$ cat src/hw/ubc_defs.vh
// constants, register map and field positions of the bus collision uart
// Operation
// - four clock phase/polarity combinations in sync mode
// - mode 110b selects bus mode with nine data bits per character
// - tx level differing from rx raises collision
// - nine-bit buffers with overrun, framing, parity, sum
// - software picks the collision sampling instant
// - auto-clear of transmit enable on collision
// - selectable transmit start condition
// - optional inversion of tx and rx lines in uart modes
// - bit clock internal or external by direction bit
// - flow disable set makes flow pin select ignored
// - tx pin push-pull or open-drain
// - tx interrupt cause selectable per channel
// - two-bit count source, eight-bit divider
// - flags for shift register and buffer empty
// - reception complete flag after buffer load
// - overrun keeps buffer, no receive request
`ifndef UBC_DEFS_VH
`define UBC_DEFS_VH

// register byte offsets
`define UBC_OFF_TXBUF  8'h00
`define UBC_OFF_RXBUF  8'h04
`define UBC_OFF_BAUD   8'h08
`define UBC_OFF_MODE   8'h0C
`define UBC_OFF_CTRL0  8'h10
`define UBC_OFF_CTRL1  8'h14
`define UBC_OFF_SPEC   8'h18
`define UBC_OFF_IRQSEL 8'h1C
`define UBC_OFF_STAT   8'h20
`define UBC_OFF_SHARED 8'h24

// mode select field codes
`define UBC_MODE_SYNC  3'h1
`define UBC_MODE_BUS   3'h6

// channel mode register fields
`define UBC_MR_CLKDIR  3
`define UBC_MR_STOP2   4
`define UBC_MR_PRY     5
`define UBC_MR_PARITY_ENABLE    6
`define UBC_MR_LINE_POLARITY_INVERT   7

// channel control 0 fields
`define UBC_C0_CRS     2
`define UBC_C0_TX_SHIFT_EMPTY   3
`define UBC_C0_CRD     4
`define UBC_C0_NCH     5
`define UBC_C0_CLOCK_POLARITY_SELECT   6

// channel control 1 fields
`define UBC_C1_TE      0
`define UBC_C1_TI      1
`define UBC_C1_RE      2
`define UBC_C1_RI      3
`define UBC_C1_IRS     4

// special mode fields
`define UBC_SP_COLLISION_SAMPLE_TIMING   4
`define UBC_SP_TX_ENABLE_AUTOCLEAR    5
`define UBC_SP_SSS     6
`define UBC_SP_CLOCK_PHASE_SELECT    9

// irq source select: channel 0 and 1 collision enables
`define UBC_IS_CH0     6
`define UBC_IS_CH1     7

// reset values
`define UBC_RST_BYTE   8'h00
`define UBC_RST_WORD9  9'h000

// bit timing in baud ticks (16 ticks per bit)
`define UBC_TICK_MID   4'h8
`define UBC_TICK_LAST  4'hF

`endif

$ cat src/hw/ubc_baud.v
// baud tick generator: count source select and eight-bit divider
module ubc_baud (
	// clock and reset
	input  wire       sys_clk,
	input  wire       rst,
	// configuration
	input  wire [1:0] countSource,
	input  wire [7:0] baudDivider,
	input  wire       useExtClk,
	input  wire       extEdge,
	// sixteen-times bit rate enable
	output reg        bitTick
);

	reg  [4:0] preCnt_q;   // free prescaler for f2, f8, f32
	reg  [7:0] divCnt_q;   // down counter of the divider
	reg        srcTick;    // selected count source pulse

	// count source choice, external edge replaces it
	always @*
	begin
		srcTick = 1'b0;
		if (useExtClk)
			srcTick = extEdge;
		else
		begin
			case (countSource)
				2'h0: srcTick = 1'b1;
				2'h1: srcTick = preCnt_q[0];
				2'h2: srcTick = &preCnt_q[2:0];
				2'h3: srcTick = &preCnt_q[4:0];
				default: srcTick = 1'b0;
			endcase
		end
	end

	// prescaler and divide by (n+1)
	always @(posedge sys_clk or posedge rst)
	begin
		if (rst)
		begin
			preCnt_q <= 5'h00;
			divCnt_q <= 8'h00;
			bitTick  <= 1'b0;
		end
		else
		begin
			preCnt_q <= preCnt_q + 5'h01;
			bitTick  <= 1'b0;
			if (srcTick)
			begin
				if (divCnt_q == 8'h00)
				begin
					divCnt_q <= baudDivider;
					bitTick  <= 1'b1;
				end
				else
					divCnt_q <= divCnt_q - 8'h01;
			end
		end
	end

endmodule

$ cat src/hw/ubc_uart.v
// one serial channel with bus collision mode behind an apb slave
`include "ubc_defs.vh"
module ubc_uart #(
	parameter CHANNEL = 2
) (
	// clock and reset
	input  wire        sys_clk,
	input  wire        rst,
	// apb slave
	input  wire [7:0]  paddr,
	input  wire        psel,
	input  wire        penable,
	input  wire        pwrite,
	input  wire [31:0] pwdata,
	output reg  [31:0] prdata,
	output wire        pready,
	output reg         pslverr,
	// serial pins
	input  wire        serialRxPin,
	output reg         serialTxOut,
	output reg         serialTxOe,
	// transfer clock pin
	input  wire        clkPinIn,
	output reg         clkPinOut,
	output wire        clkPinOe,
	// flow control pin
	input  wire        flowPinIn,
	output wire        flowPinOut,
	output wire        flowPinOe,
	// interrupt requests
	output reg         txIrq,
	output reg         rxIrq,
	output reg         collisionIrq
);

	localparam TX_IDLE  = 2'h0;
	localparam TX_WAIT  = 2'h1;
	localparam TX_SHIFT = 2'h2;
	localparam RX_IDLE  = 1'b0;
	localparam RX_RUN   = 1'b1;

	// software registers
	reg  [8:0]  txBuf_q;       // transmit buffer
	reg  [8:0]  rxBuf_q;       // receive buffer
	reg  [7:0]  baudDiv_q;     // baud divider
	reg  [7:0]  modeReg_q;     // channel mode register
	reg  [7:0]  ctrl0_q;       // channel control 0 (bit 3 unused)
	reg         txEn_q;        // transmit enable
	reg         rxEn_q;        // receive enable
	reg         txCause2_q;    // tx irq cause, own bit
	reg         sampleSel_q;   // collision sample timing
	reg         autoClr_q;     // tx enable auto-clear
	reg         startCond_q;   // tx start condition
	reg         phase_q;       // clock phase select
	reg  [1:0]  irqSel_q;      // ch0/ch1 collision enables
	reg  [1:0]  sharedCause_q; // ch0/ch1 tx irq causes
	// status flags
	reg         txBufEmpty_q;  // transmit buffer empty
	reg         rxDone_q;      // reception complete
	reg         ovr_q;         // overrun
	reg         frm_q;         // framing error
	reg         par_q;         // parity error
	reg         collFlag_q;    // sticky collision seen
	// synchronisers: rx, clock pin, flow pin
	reg  [2:0]  syncA_q;
	reg  [2:0]  syncB_q;
	reg         rxPrev_q;      // rx level one cycle back
	reg         clkPrev_q;     // clock pin one cycle back
	// transmitter
	reg  [1:0]  txState_q;
	reg  [12:0] txShift_q;
	reg  [3:0]  txLeft_q;
	reg  [3:0]  txTick_q;
	// receiver
	reg         rxState_q;
	reg  [12:0] rxShift_q;
	reg  [3:0]  rxIdx_q;
	reg  [3:0]  rxTick_q;

	// decoded fields and helpers
	wire        bitTick;
	wire [2:0]  modeSel  = modeReg_q[2:0];
	wire        isBus    = modeSel == `UBC_MODE_BUS;
	wire        isSync   = modeSel == `UBC_MODE_SYNC;
	wire        isUart   = modeSel[2];
	wire        clkDir   = modeReg_q[`UBC_MR_CLKDIR];
	wire        parity_enable     = modeReg_q[`UBC_MR_PARITY_ENABLE];
	wire        invert   = modeReg_q[`UBC_MR_LINE_POLARITY_INVERT] & isUart;
	wire        flowOff  = ctrl0_q[`UBC_C0_CRD];
	wire        flowRts  = ctrl0_q[`UBC_C0_CRS];
	wire [3:0]  dataBits = isBus ? 4'h9 : 4'h8;
	wire        rxLevel  = syncB_q[0] ^ invert;
	wire        rxFall   = rxPrev_q & ~rxLevel;
	wire        extEdge  = syncB_q[1] & ~clkPrev_q;
	wire        setupPh  = psel & ~penable;
	wire        wrAcc    = psel & penable & pwrite;
	wire        rdAcc    = psel & penable & ~pwrite;
	wire        txBufWr  = wrAcc & (paddr == `UBC_OFF_TXBUF);
	wire        rxBufRd  = rdAcc & (paddr == `UBC_OFF_RXBUF);
	wire        txShiftEmpty = txState_q == TX_IDLE;
	wire [3:0]  sampleAt = sampleSel_q ? `UBC_TICK_LAST : `UBC_TICK_MID;
	wire        txLine   = (txState_q == TX_SHIFT) ? txShift_q[0] : 1'b1;

	// flow: cts low allows sending; ignored once flow is disabled
	wire        flowOk   = flowOff | flowRts | ~syncB_q[2];
	assign flowPinOe  = ~flowOff & flowRts;
	assign flowPinOut = ~(rxEn_q & ~rxDone_q);

	// transfer clock pin is driven only as sync master
	assign clkPinOe = isSync & ~clkDir;
	assign pready   = 1'b1;

	// tx irq cause: channel 2 own bit, others shared register
	wire txCause = (CHANNEL == 2) ? txCause2_q :
		sharedCause_q[CHANNEL % 2];
	wire collEn  = (CHANNEL == 2) ? 1'b1 : irqSel_q[CHANNEL % 2];

	// start a character: enabled, data present, no write racing it
	wire txGo = (txState_q == TX_IDLE) & txEn_q & ~txBufEmpty_q &
		flowOk & (isUart | isSync) & ~txBufWr;
	wire txStep = (txState_q == TX_SHIFT) & bitTick &
		(txTick_q == `UBC_TICK_LAST);
	wire txEnd  = txStep & (txLeft_q == 4'h1);

	// collision compare once per bit while sending
	wire collHit = isBus & (txState_q == TX_SHIFT) & bitTick &
		(txTick_q == sampleAt) & (txLine != rxLevel);

	// frame assembly and receive checks
	reg  [12:0] txFrame;
	reg  [3:0]  txLen;
	reg  [3:0]  rxLen;
	reg  [8:0]  txData;
	reg  [8:0]  rxData;
	reg         txParity;
	reg         rxStop;
	reg         rxParBit;
	integer     i;

	// build start, data, optional parity, stop bits
	always @*
	begin
		txData   = isBus ? txBuf_q : {1'b0, txBuf_q[7:0]};
		// odd/even only matters while parity is enabled
		txParity = ^txData ^ ~modeReg_q[`UBC_MR_PRY];
		txFrame  = 13'h1FFF;
		if (isSync)
		begin
			txFrame[7:0] = txBuf_q[7:0];
			txLen = 4'h8;
		end
		else
		begin
			for (i = 0; i < 13; i = i + 1)
			begin
				if (i == 0)
					txFrame[i] = 1'b0;
				else if (i <= dataBits)
					txFrame[i] = txData[i - 1];
				else if (parity_enable && i == dataBits + 1)
					txFrame[i] = txParity;
			end
			txLen = dataBits + {3'h0, parity_enable} +
				{3'h0, modeReg_q[`UBC_MR_STOP2]} + 4'h2;
		end
	end

	// receive length and field extraction
	always @*
	begin
		rxLen    = isSync ? 4'h8 : dataBits + {3'h0, parity_enable} + 4'h2;
		// last sync bit is still on the line when the end sample fires
		rxData   = isBus ? rxShift_q[9:1] :
			(isSync ? {1'b0, rxLevel, rxShift_q[6:0]} :
			{1'b0, rxShift_q[8:1]});
		// stop bit is sampled in the same cycle that ends the frame
		rxStop   = rxLevel;
		rxParBit = rxShift_q[dataBits + 4'h1];
	end

	wire rxSample = (rxState_q == RX_RUN) & bitTick &
		(rxTick_q == `UBC_TICK_MID);
	wire rxEnd    = rxSample & (rxIdx_q == rxLen - 4'h1) & ~isSync |
		rxSample & isSync & (rxIdx_q == 4'h7);
	wire rxPerr   = parity_enable & ~isSync &
		(rxParBit != (^rxData ^ ~modeReg_q[`UBC_MR_PRY]));

	// baud tick generator
	ubc_baud ubc_baud_inst (
		.sys_clk     (sys_clk),
		.rst         (rst),
		.countSource (ctrl0_q[1:0]),
		.baudDivider (baudDiv_q),
		.useExtClk   (clkDir),
		.extEdge     (extEdge),
		.bitTick     (bitTick)
	);

	// two-stage synchronisers and edge history
	always @(posedge sys_clk or posedge rst)
	begin
		if (rst)
		begin
			syncA_q   <= 3'h7;
			syncB_q   <= 3'h7;
			rxPrev_q  <= 1'b1;
			clkPrev_q <= 1'b1;
		end
		else
		begin
			syncA_q   <= {flowPinIn, clkPinIn, serialRxPin};
			syncB_q   <= syncA_q;
			rxPrev_q  <= rxLevel;
			clkPrev_q <= syncB_q[1];
		end
	end

	// configuration writes; collision may clear tx enable
	always @(posedge sys_clk or posedge rst)
	begin
		if (rst)
		begin
			txBuf_q       <= `UBC_RST_WORD9;
			baudDiv_q     <= `UBC_RST_BYTE;
			modeReg_q     <= `UBC_RST_BYTE;
			ctrl0_q       <= `UBC_RST_BYTE;
			txEn_q        <= 1'b0;
			rxEn_q        <= 1'b0;
			txCause2_q    <= 1'b0;
			sampleSel_q   <= 1'b0;
			autoClr_q     <= 1'b0;
			startCond_q   <= 1'b0;
			phase_q       <= 1'b0;
			irqSel_q      <= 2'h0;
			sharedCause_q <= 2'h0;
		end
		else
		begin
			if (wrAcc)
			begin
				case (paddr)
					`UBC_OFF_TXBUF: txBuf_q <= pwdata[8:0];
					`UBC_OFF_BAUD: baudDiv_q <= pwdata[7:0];
					`UBC_OFF_MODE: modeReg_q <= pwdata[7:0];
					`UBC_OFF_CTRL0: ctrl0_q <= pwdata[7:0];
					`UBC_OFF_CTRL1:
					begin
						txEn_q     <= pwdata[`UBC_C1_TE];
						rxEn_q     <= pwdata[`UBC_C1_RE];
						txCause2_q <= pwdata[`UBC_C1_IRS];
					end
					`UBC_OFF_SPEC:
					begin
						sampleSel_q <= pwdata[`UBC_SP_COLLISION_SAMPLE_TIMING];
						autoClr_q   <= pwdata[`UBC_SP_TX_ENABLE_AUTOCLEAR];
						startCond_q <= pwdata[`UBC_SP_SSS];
						phase_q     <= pwdata[`UBC_SP_CLOCK_PHASE_SELECT];
					end
					`UBC_OFF_IRQSEL:
						irqSel_q <= {pwdata[`UBC_IS_CH1], pwdata[`UBC_IS_CH0]};
					`UBC_OFF_SHARED: sharedCause_q <= pwdata[1:0];
					default: ;
				endcase
			end
			// hardware clear wins over a same-cycle enable write
			if (collHit & autoClr_q)
				txEn_q <= 1'b0;
		end
	end

	// transmitter: wait for start condition, then shift bits
	always @(posedge sys_clk or posedge rst)
	begin
		if (rst)
		begin
			txState_q <= TX_IDLE;
			txShift_q <= 13'h1FFF;
			txLeft_q  <= 4'h0;
			txTick_q  <= 4'h0;
		end
		else
		begin
			case (txState_q)
				TX_IDLE:
				begin
					if (txGo)
					begin
						txShift_q <= txFrame;
						txLeft_q  <= txLen;
						txTick_q  <= 4'h0;
						// with the start condition set, uart modes wait for a falling rx edge
						txState_q <= (startCond_q & isUart) ? TX_WAIT
							: TX_SHIFT;
					end
				end
				TX_WAIT:
				begin
					if (rxFall)
						txState_q <= TX_SHIFT;
				end
				TX_SHIFT:
				begin
					if (bitTick)
						txTick_q <= txTick_q + 4'h1;
					if (txEnd)
						txState_q <= TX_IDLE;
					else if (txStep)
					begin
						txShift_q <= {1'b1, txShift_q[12:1]};
						txLeft_q  <= txLeft_q - 4'h1;
					end
				end
				default: txState_q <= TX_IDLE;
			endcase
		end
	end

	// receiver: start bit in uart modes, tx-aligned in sync mode
	always @(posedge sys_clk or posedge rst)
	begin
		if (rst)
		begin
			rxState_q <= RX_IDLE;
			rxShift_q <= 13'h1FFF;
			rxIdx_q   <= 4'h0;
			rxTick_q  <= 4'h0;
		end
		else
		begin
			case (rxState_q)
				RX_IDLE:
				begin
					rxIdx_q  <= 4'h0;
					rxTick_q <= 4'h0;
					if (rxEn_q & ((isUart & rxFall) | (isSync & txGo &
						~startCond_q)))
						rxState_q <= RX_RUN;
				end
				RX_RUN:
				begin
					if (bitTick)
						rxTick_q <= rxTick_q + 4'h1;
					if (rxSample)
					begin
						rxShift_q[rxIdx_q] <= rxLevel;
						rxIdx_q <= rxIdx_q + 4'h1;
						// a start bit that is not low was a glitch
						if ((rxIdx_q == 4'h0 & rxLevel & ~isSync) | rxEnd)
							rxState_q <= RX_IDLE;
					end
					if (~rxEn_q)
						rxState_q <= RX_IDLE;
				end
				default: rxState_q <= RX_IDLE;
			endcase
		end
	end

	// status flags; a hardware set wins over a software clear
	always @(posedge sys_clk or posedge rst)
	begin
		if (rst)
		begin
			txBufEmpty_q <= 1'b1;
			rxDone_q     <= 1'b0;
			rxBuf_q      <= `UBC_RST_WORD9;
			ovr_q        <= 1'b0;
			frm_q        <= 1'b0;
			par_q        <= 1'b0;
			collFlag_q   <= 1'b0;
		end
		else
		begin
			// buffer empty on move into shift register
			if (txBufWr)
				txBufEmpty_q <= 1'b0;
			if (txGo)
				txBufEmpty_q <= 1'b1;
			if (rxBufRd)
				rxDone_q <= 1'b0;
			if (~rxEn_q)
			begin
				ovr_q <= 1'b0;
				frm_q <= 1'b0;
				par_q <= 1'b0;
			end
			if (rxEnd)
			begin
				if (rxDone_q & ~rxBufRd)
					ovr_q <= 1'b1;
				else
				begin
					rxBuf_q  <= rxData;
					ovr_q    <= 1'b0;
					frm_q    <= ~isSync & ~rxStop;
					par_q    <= rxPerr;
					rxDone_q <= 1'b1;
				end
			end
			if (wrAcc & (paddr == `UBC_OFF_STAT) & pwdata[0])
				collFlag_q <= 1'b0;
			if (collHit)
				collFlag_q <= 1'b1;
		end
	end

	// pin drivers: polarity, drive type and sync transfer clock
	always @(posedge sys_clk or posedge rst)
	begin
		if (rst)
		begin
			serialTxOut  <= 1'b1;
			serialTxOe   <= 1'b0;
			clkPinOut    <= 1'b1;
			txIrq        <= 1'b0;
			rxIrq        <= 1'b0;
			collisionIrq <= 1'b0;
		end
		else
		begin
			// open drain only pulls low, push-pull always drives
			if (ctrl0_q[`UBC_C0_NCH])
			begin
				serialTxOut <= 1'b0;
				serialTxOe  <= ~(txLine ^ invert);
			end
			else
			begin
				serialTxOut <= txLine ^ invert;
				serialTxOe  <= 1'b1;
			end
			// phase shifts by half a bit, polarity flips
			clkPinOut <= ((txState_q == TX_SHIFT) ? (txTick_q[3] ^
				phase_q) : ~phase_q) ^ ctrl0_q[`UBC_C0_CLOCK_POLARITY_SELECT];
			txIrq        <= txCause ? txEnd : txGo;
			rxIrq        <= rxEnd & ~(rxDone_q & ~rxBufRd);
			collisionIrq <= collHit & collEn;
		end
	end

	// apb read data and error, captured in the setup cycle
	always @(posedge sys_clk or posedge rst)
	begin
		if (rst)
		begin
			prdata  <= 32'h00000000;
			pslverr <= 1'b0;
		end
		else if (setupPh)
		begin
			pslverr <= 1'b0;
			case (paddr)
				`UBC_OFF_TXBUF: prdata <= {23'h000000, txBuf_q};
				`UBC_OFF_RXBUF: prdata <= {16'h0000, ovr_q | frm_q |
					par_q, par_q, frm_q, ovr_q, 3'h0, rxBuf_q};
				`UBC_OFF_BAUD: prdata <= {24'h000000, baudDiv_q};
				`UBC_OFF_MODE: prdata <= {24'h000000, modeReg_q};
				`UBC_OFF_CTRL0: prdata <= {24'h000000, ctrl0_q[7:4],
					txShiftEmpty, ctrl0_q[2:0]};
				`UBC_OFF_CTRL1: prdata <= {27'h0000000, txCause2_q,
					rxDone_q, rxEn_q, txBufEmpty_q, txEn_q};
				`UBC_OFF_SPEC: prdata <= {22'h000000, phase_q, 2'h0,
					startCond_q, autoClr_q, sampleSel_q, 4'h0};
				`UBC_OFF_IRQSEL: prdata <= {24'h000000, irqSel_q, 6'h00};
				`UBC_OFF_STAT: prdata <= {31'h00000000, collFlag_q};
				`UBC_OFF_SHARED: prdata <= {30'h00000000, sharedCause_q};
				default:
				begin
					prdata  <= 32'h00000000;
					pslverr <= 1'b1;
				end
			endcase
		end
	end

endmodule

$ cat config.mk
export PLATFORM = sky130hd
export DESIGN_NAME = ubc_uart
export DESIGN_NICKNAME = d
export VERILOG_FILES = /design/src/hw/ubc_baud.v /design/src/hw/ubc_uart.v
export VERILOG_INCLUDE_DIRS = /design/src /design/src/hw
export SDC_FILE = /design/constraint.sdc
export NUM_CORES = 1
export LEC_CHECK = 0
export BUFFER_PORTS_ARGS = -buffer_cell sky130_fd_sc_hd__buf_2
export CORE_MARGIN = 2
export CORE_UTILIZATION = 40
export CTS_CLUSTER_DIAMETER = 60
export CTS_CLUSTER_SIZE = 10
export DETAILED_ROUTE_END_ITERATION = 6
export PLACE_DENSITY_LB_ADDON = 0.2
export SKIP_LAST_GASP = 1
export SLEW_MARGIN = 10
export SYNTH_ARGS = -nofsm -noshare
export SYNTH_HDL_FRONTEND = slang
export SYNTH_HIERARCHICAL = 1
export SYNTH_SLANG_ARGS = --single-unit
$ cat constraint.sdc
create_clock -name sys_clk -period 7.2 [get_ports sys_clk]
set_clock_uncertainty 0.05 [all_clocks]
set_input_delay 2.16 -clock sys_clk [delete_from_list [all_inputs] [get_ports sys_clk]]
set_output_delay 2.16 -clock sys_clk [all_outputs]
set_load 0.02 [all_outputs]
==> results.ini, run 1 <==
[setup_path]
crit_path_end_kind=flip-flop
reg2reg_to=rxBuf_q[1]
cp_data_required_time_ns=7.50
critical_path_class=in2reg
start_kind=input port
r2r_cells=8
critPathMaxFanout=14
rrSetupSlack_ns=3.86
r2r_start=modeReg_q[2]
critical_path_arrival_ns=4.78

[synthesis]
synth_area_sq_um=7580
async_reset_ff_frac=1.00
synth_warnings=6
ys_ff_latch=142
synth.distinct_cells=72
synth_common_cells=dfrtp_1, nand2_1, mux2_2
synth.largest_area_cell=dfrtp_1
yosysMostFrequentCell=dfrtp_1
synth.avg_cell_area_sq_um=10.7
ys_seq_area_frac=0.474
yosysTopAreaCellShare=0.360
netlist_instances=706
synth_edf_count=0
synth_area_leaders=dfrtp_1, dfstp_2, mux2_2
synthFlopType=dfrtp_1

[route]
vias=5483
wl_per_cell_microns=19.0
drc=0
ant_nets=0
dr.pass1.iters=5
initialDrtViolationCount=387
postRouteWirelength_microns=18900
avgViaCountPerCell=5.51

[cells_and_area]
antenna_cells=0
multi_input_area_sq_um=3690
ff_latch_area_sq_um=3590
drive_gt1_frac=0.278
areaGrowthSynthToFinish_pct=12.7
num-nets-final=816
postLayoutCoreUtil=0.459
fillers=1753
fin_area_sq_um=8550

[grt]
grt_pass1_vias=5368
grt_overflow=0
grt_max_degree=54
top_usage_layer=met2
met2_usage=0.311
use_met1=0.264
grt_usage=0.195
grt.met3_usage=0.0344
grt_pass1_wl_microns=29900
grt_antenna_before_repair=0

[floorplanning]
die_y_microns=142
rows=50
fp.dieW_microns=142
dieArea_sq_um=20100
io_pins=91
start_util=0.407
core_sq_um=18600

[cts]
cts-buffers-inserted=17
clock-root-buffer=clkbuf_16
clock-sinks=142
cts_tree=built
cts_hold_buf=0
htree_levels=4
cts_buffer_depth=2
cts-resized-gates=0
cts_setup_buffers=0
clk_latency_ns=0.43
clkTransAtPathRegs_ns=0.06

[timing]
fmax_ghz=0.223
period_minus_slack_ns=4.48
fin_setup_tns_ns=0
hold_viol=0
fin_crit_sh=0.623
relSlewSlack=0.351
slew_viol_final=0
timing.hold.ws_ns=0.304
tightestPinTransition_ns=0.964
setup_violations=0
rsz0062_at_grt=no

[run_status]
status=completed

[placed_design]
hpwl_microns=13900
placed_cell_area_sq_um=7960
portBuffers=49
place.gp.congestion=0.884

[power_and_ir_drop]
vdd_drop_max_mv=0.141
p_leak_nw=4.02
p_per_area_nw_per_um2=230
total_power_mw=1.97

[worst_hold_path]
hold_path.startpoint=syncA_q[1]
min_path_type=reg2reg
whs_path_depth=0
holdPathEnd=syncB_q[1]

[run]
cap_violations=0

-- metal layers --
layer	vias up	part of all wire
met5	-	0
met1	2759	0.47
li1	2552	-
met4	0	0.023
met2	148	0.47
met3	24	0.035
-- cell families after synthesis --
logic type / after synthesis / share of synthesized area
XOR/XNOR: 34 / 0.0449
adder cells (fa/ha/maj): 19 / 0.0323
multiplexers: 86 / 0.137
AND/OR/NAND/NOR: 238 / 0.159
buffers and inverters: 71 / 0.0482
other: 2 / 0.000990
flip-flops: 142 / 0.474
AO/OA/AOI/OAI: 114 / 0.103
-- report_power, final --
part / leakage, nW / switching (mW) / internal [mW]
clock network: 0.289 / 0.349 / 0.543
logic: 1.94 / 0.115 / 0.0723
registers: 1.79 / 0.0490 / 0.840
-- state kept, by name, indices dropped and copies added, names as in the netlist, 2 cells and up --
signal                  flops
rxShift_q                  11
rxIdx_q                     4
txLeft_q                    4
prdata                     14
txTick_q                    4
syncB_q                     3
txState_q                   2
rxBuf_q                     9
irqSel_q                    2
modeReg_q                   8
ctrl0_q                     7
ubc_baud_inst/preCnt_q      5
rxTick_q                    4
syncA_q                     3
sharedCause_q               2
ubc_baud_inst/divCnt_q      8
txBuf_q                     9
baudDiv_q                   8
txShift_q                  11
-- worst max-delay path, stage by stage --
cell	delay (ns)
buf_2	0.20
or4_1	0.71
nor3_4	0.65
nor3b_1	0.14
buf_4	0.21
o21a_2	0.35
mux2_4	0.35
-- worst max path at each step --
stage	cells past startpoint	slack, ns	endpoint	from
6_report	7	2.72	txShift_q[1]	paddr[4]
5_1_grt	7	2.64	txShift_q[3]	paddr[4]
4_1_cts	7	2.72	txShift_q[3]	paddr[4]
3_5_place_dp	7	2.32	txShift_q[4]	paddr[4]
3_3_place_gp	7	2.36	txShift_q[1]	paddr[4]
2_1_floorplan	1	1.63	autoClr_q	rst
-- final cells by class --
type                    instances  share of cell area
multi-input cells             510               0.432
flip-flops and latches        142               0.420
clock buffers                  17              0.0498
well taps                     234              0.0342
repair buffers                 54              0.0331
clock inverters                15              0.0198
inverters                      24              0.0108
-- cell usage in the layout (no fill, tap or decap), types with 10 or more instances in the layout --
master	n
nor2_1	35
buf_2	49
mux2_2	57
ha_1	18
o21ai_0	29
clkbuf_16	17
mux2_4	12
conb_1	19
nand2_1	98
inv_1	23
a21oi_1	17
xor2_1	10
nor2b_1	13
xnor2_1	21
a31oi_1	17
dfstp_2	33
nand3_1	20
mux2i_1	13
dfrtp_1	109
-- through the flow --
step / worst slack (ns) / cells
after floorplan: 1.63 / 723
after global placement: 2.36 / 964
after detailed placement: 2.32 / 964
after CTS: 2.72 / 996
after global routing: 2.64 / 996
final: 2.72 / 996
Power figures use the tool's default switching activity.
==> inputs of run 2 (changes only) <==
==> constraint.sdc (replaced) <==
create_clock -name sys_clk -period 4.1 [get_ports sys_clk]
set_clock_uncertainty 0.05 [all_clocks]
set_input_delay 1.23 -clock sys_clk [delete_from_list [all_inputs] [get_ports sys_clk]]
set_output_delay 1.23 -clock sys_clk [all_outputs]
set_load 0.02 [all_outputs]
==> results.ini, run 2 (synthesized netlist as in run 1, its figures left out) <==
[route]
avgViaCountPerCell=5.46
wl_per_cell_microns=18.8
postRouteWirelength_microns=18900
drc=0
ant_nets=0
initialDrtViolationCount=405
vias=5491
dr.pass1.iters=5

[grt]
grt_pass1_vias=5430
grt_usage=0.201
grt_max_degree=43
grt_overflow=0
grt_pass1_wl_microns=30900
grt_antenna_before_repair=0

[cells_and_area]
postLayoutCoreUtil=0.462
mostFrequentLayoutCells=dfrtp_1, nand2_1, mux2_2, buf_2, nor2_1
reg_top3=prdata (14), rxShift_q (11), txShift_q (11)
antenna_cells=0
layout.cells.non_filler=1005
largest_register_ff_count=14
fillers=1716
areaGrowthSynthToFinish_pct=13.5
drive_gt1_frac=0.285
regMostFlops=prdata
mostFrequentLayoutCell=dfrtp_1
num-nets-final=825

[cts]
cts-resized-gates=0
clkTransAtPathRegs_ns=0.06
clk_latency_ns=0.42
htree_levels=4
cts-buffers-inserted=17
cts_buffer_depth=2
cts_setup_buffers=0
cts_hold_buf=0
cts_tree=built
clock-sinks=142
clock-root-buffer=clkbuf_16

[floorplanning]
fp.dieW_microns=142
dieArea_sq_um=20100
start_util=0.407
io_pins=91
core_sq_um=18600
die_y_microns=142
rows=50

[timing]
fin_crit_sh=0.803
relSlewSlack=0.349
setup_violations=0
tightestPinTransition_ns=0.967
rsz0062_at_grt=no
fmax_ghz=0.304
slew_viol_final=0
period_minus_slack_ns=3.29
fin_setup_tns_ns=0
hold_viol=0

[power_and_ir_drop]
pwr-share-clk=0.434
vdd_drop_max_mv=0.170
p_seq_frac=0.465
combPwrFrac=0.101
p_leak_nw=4.05
p_int_mw=2.46
p_per_area_nw_per_um2=389
total_power_mw=3.35
switching_power_uw=892
swShare=0.266

[run_status]
status=completed

[placed_design]
hpwl_microns=14100
portBuffers=49
dp.cells=973
place.gp.congestion=0.851

[setup_path]
crit_path_top_delay_cell=or3b_2
crit_top_cell=buf_4
crit_family=buffers and inverters
slowest_delay_ns=0.48
cp_data_required_time_ns=2.82
crit_buf_inv=3
worstPathCellList=buf_4, or3b_2, buf_4, nor2_1, buf_2
crit_path_end_kind=output port
critical_path_class=reg2out
critical_path_arrival_ns=2.01
start_kind=flip-flop
critPathMaxFanout=23

[run]
cap_violations=0

[worst_hold_path]
min_path_type=reg2reg

[run 2: changes by cell type in the layout (fill, tap and decap cells not counted), sizes merged]
cell      previous run  this run
buf                 54        63
bufinv               3         1
clkbuf              17        19
clkinv               7         6
clkinvlp             3         5
inv                 26        25
[run 2: through the flow]
step / hold slack, ns / setup slack (ns) / instance area, sq um
final: 0.305 / 0.809 / 8610
after global routing: 0.307 / 0.613 / 8610
after CTS: 0.306 / 0.775 / 8610
after detailed placement: 0.298 / 0.564 / 8050
after global placement: 0.297 / 0.589 / 8050
after floorplan: 0.295 / 1.09 / 7650
[run 2: worst reg2reg max path, delay by kind of cell (launching register included)]
kind | cells | cell delay, ns
simple gates | 4 | 0.99
fa+ha+maj | 2 | 0.70
flops | 1 | 0.46
compound gates | 1 | 0.42
mux | 1 | 0.41
xor+xnor | 1 | 0.14
[run 2: path summary, 6_finish.rpt]
kind                              startpoint                   endpoint  slack, ns  depth (start not counted)
worst min-delay path              syncA_q[1]                 syncB_q[1]       0.30                          0
worst max-delay path            modeReg_q[2]                   clkPinOe       0.81                          5
min in group asynchronous                rst  ubc_baud_inst/divCnt_q[6]       0.84                          2
worst max register to register  modeReg_q[0]                 rxBuf_q[0]       0.82                          9
worst min register to register    syncA_q[1]                 syncB_q[1]       0.30                          0
max in group asynchronous                rst              txShift_q[10]       2.26                          3
[run 2: layout make-up]
| cell class | instances | area, sq um | share of cell area |
|---|---|---|---|
| multi-input combinational | 510 | 3690 | 0.429 |
| tap | 234 | 293 | 0.0340 |
| clock buffer | 19 | 443 | 0.0515 |
| sequential | 142 | 3590 | 0.418 |
| clock inverter | 13 | 115 | 0.0134 |
| timing repair buffer | 63 | 375 | 0.0436 |
| inverter | 24 | 93.8 | 0.0109 |
[run 2: metal layers]
layer  up-vias  part of all wire  track usage
li1       2561                 -            -
met1      2744              0.47        0.277
met2       158              0.47        0.316
met3        28             0.043       0.0412
met4         0             0.022       0.0747
met5         -                 0            0
[run 2: power by group through the flow]
stage          Sequential, mW  Clock, mW  Combinational (mW)
2_1_floorplan            1.56          0               0.258
3_3_place_gp             1.57          0               0.321
3_5_place_dp             1.58          0               0.338
4_1_cts                  1.56       1.49               0.338
5_1_grt                  1.57       1.55               0.389
6_report                 1.56       1.45               0.338
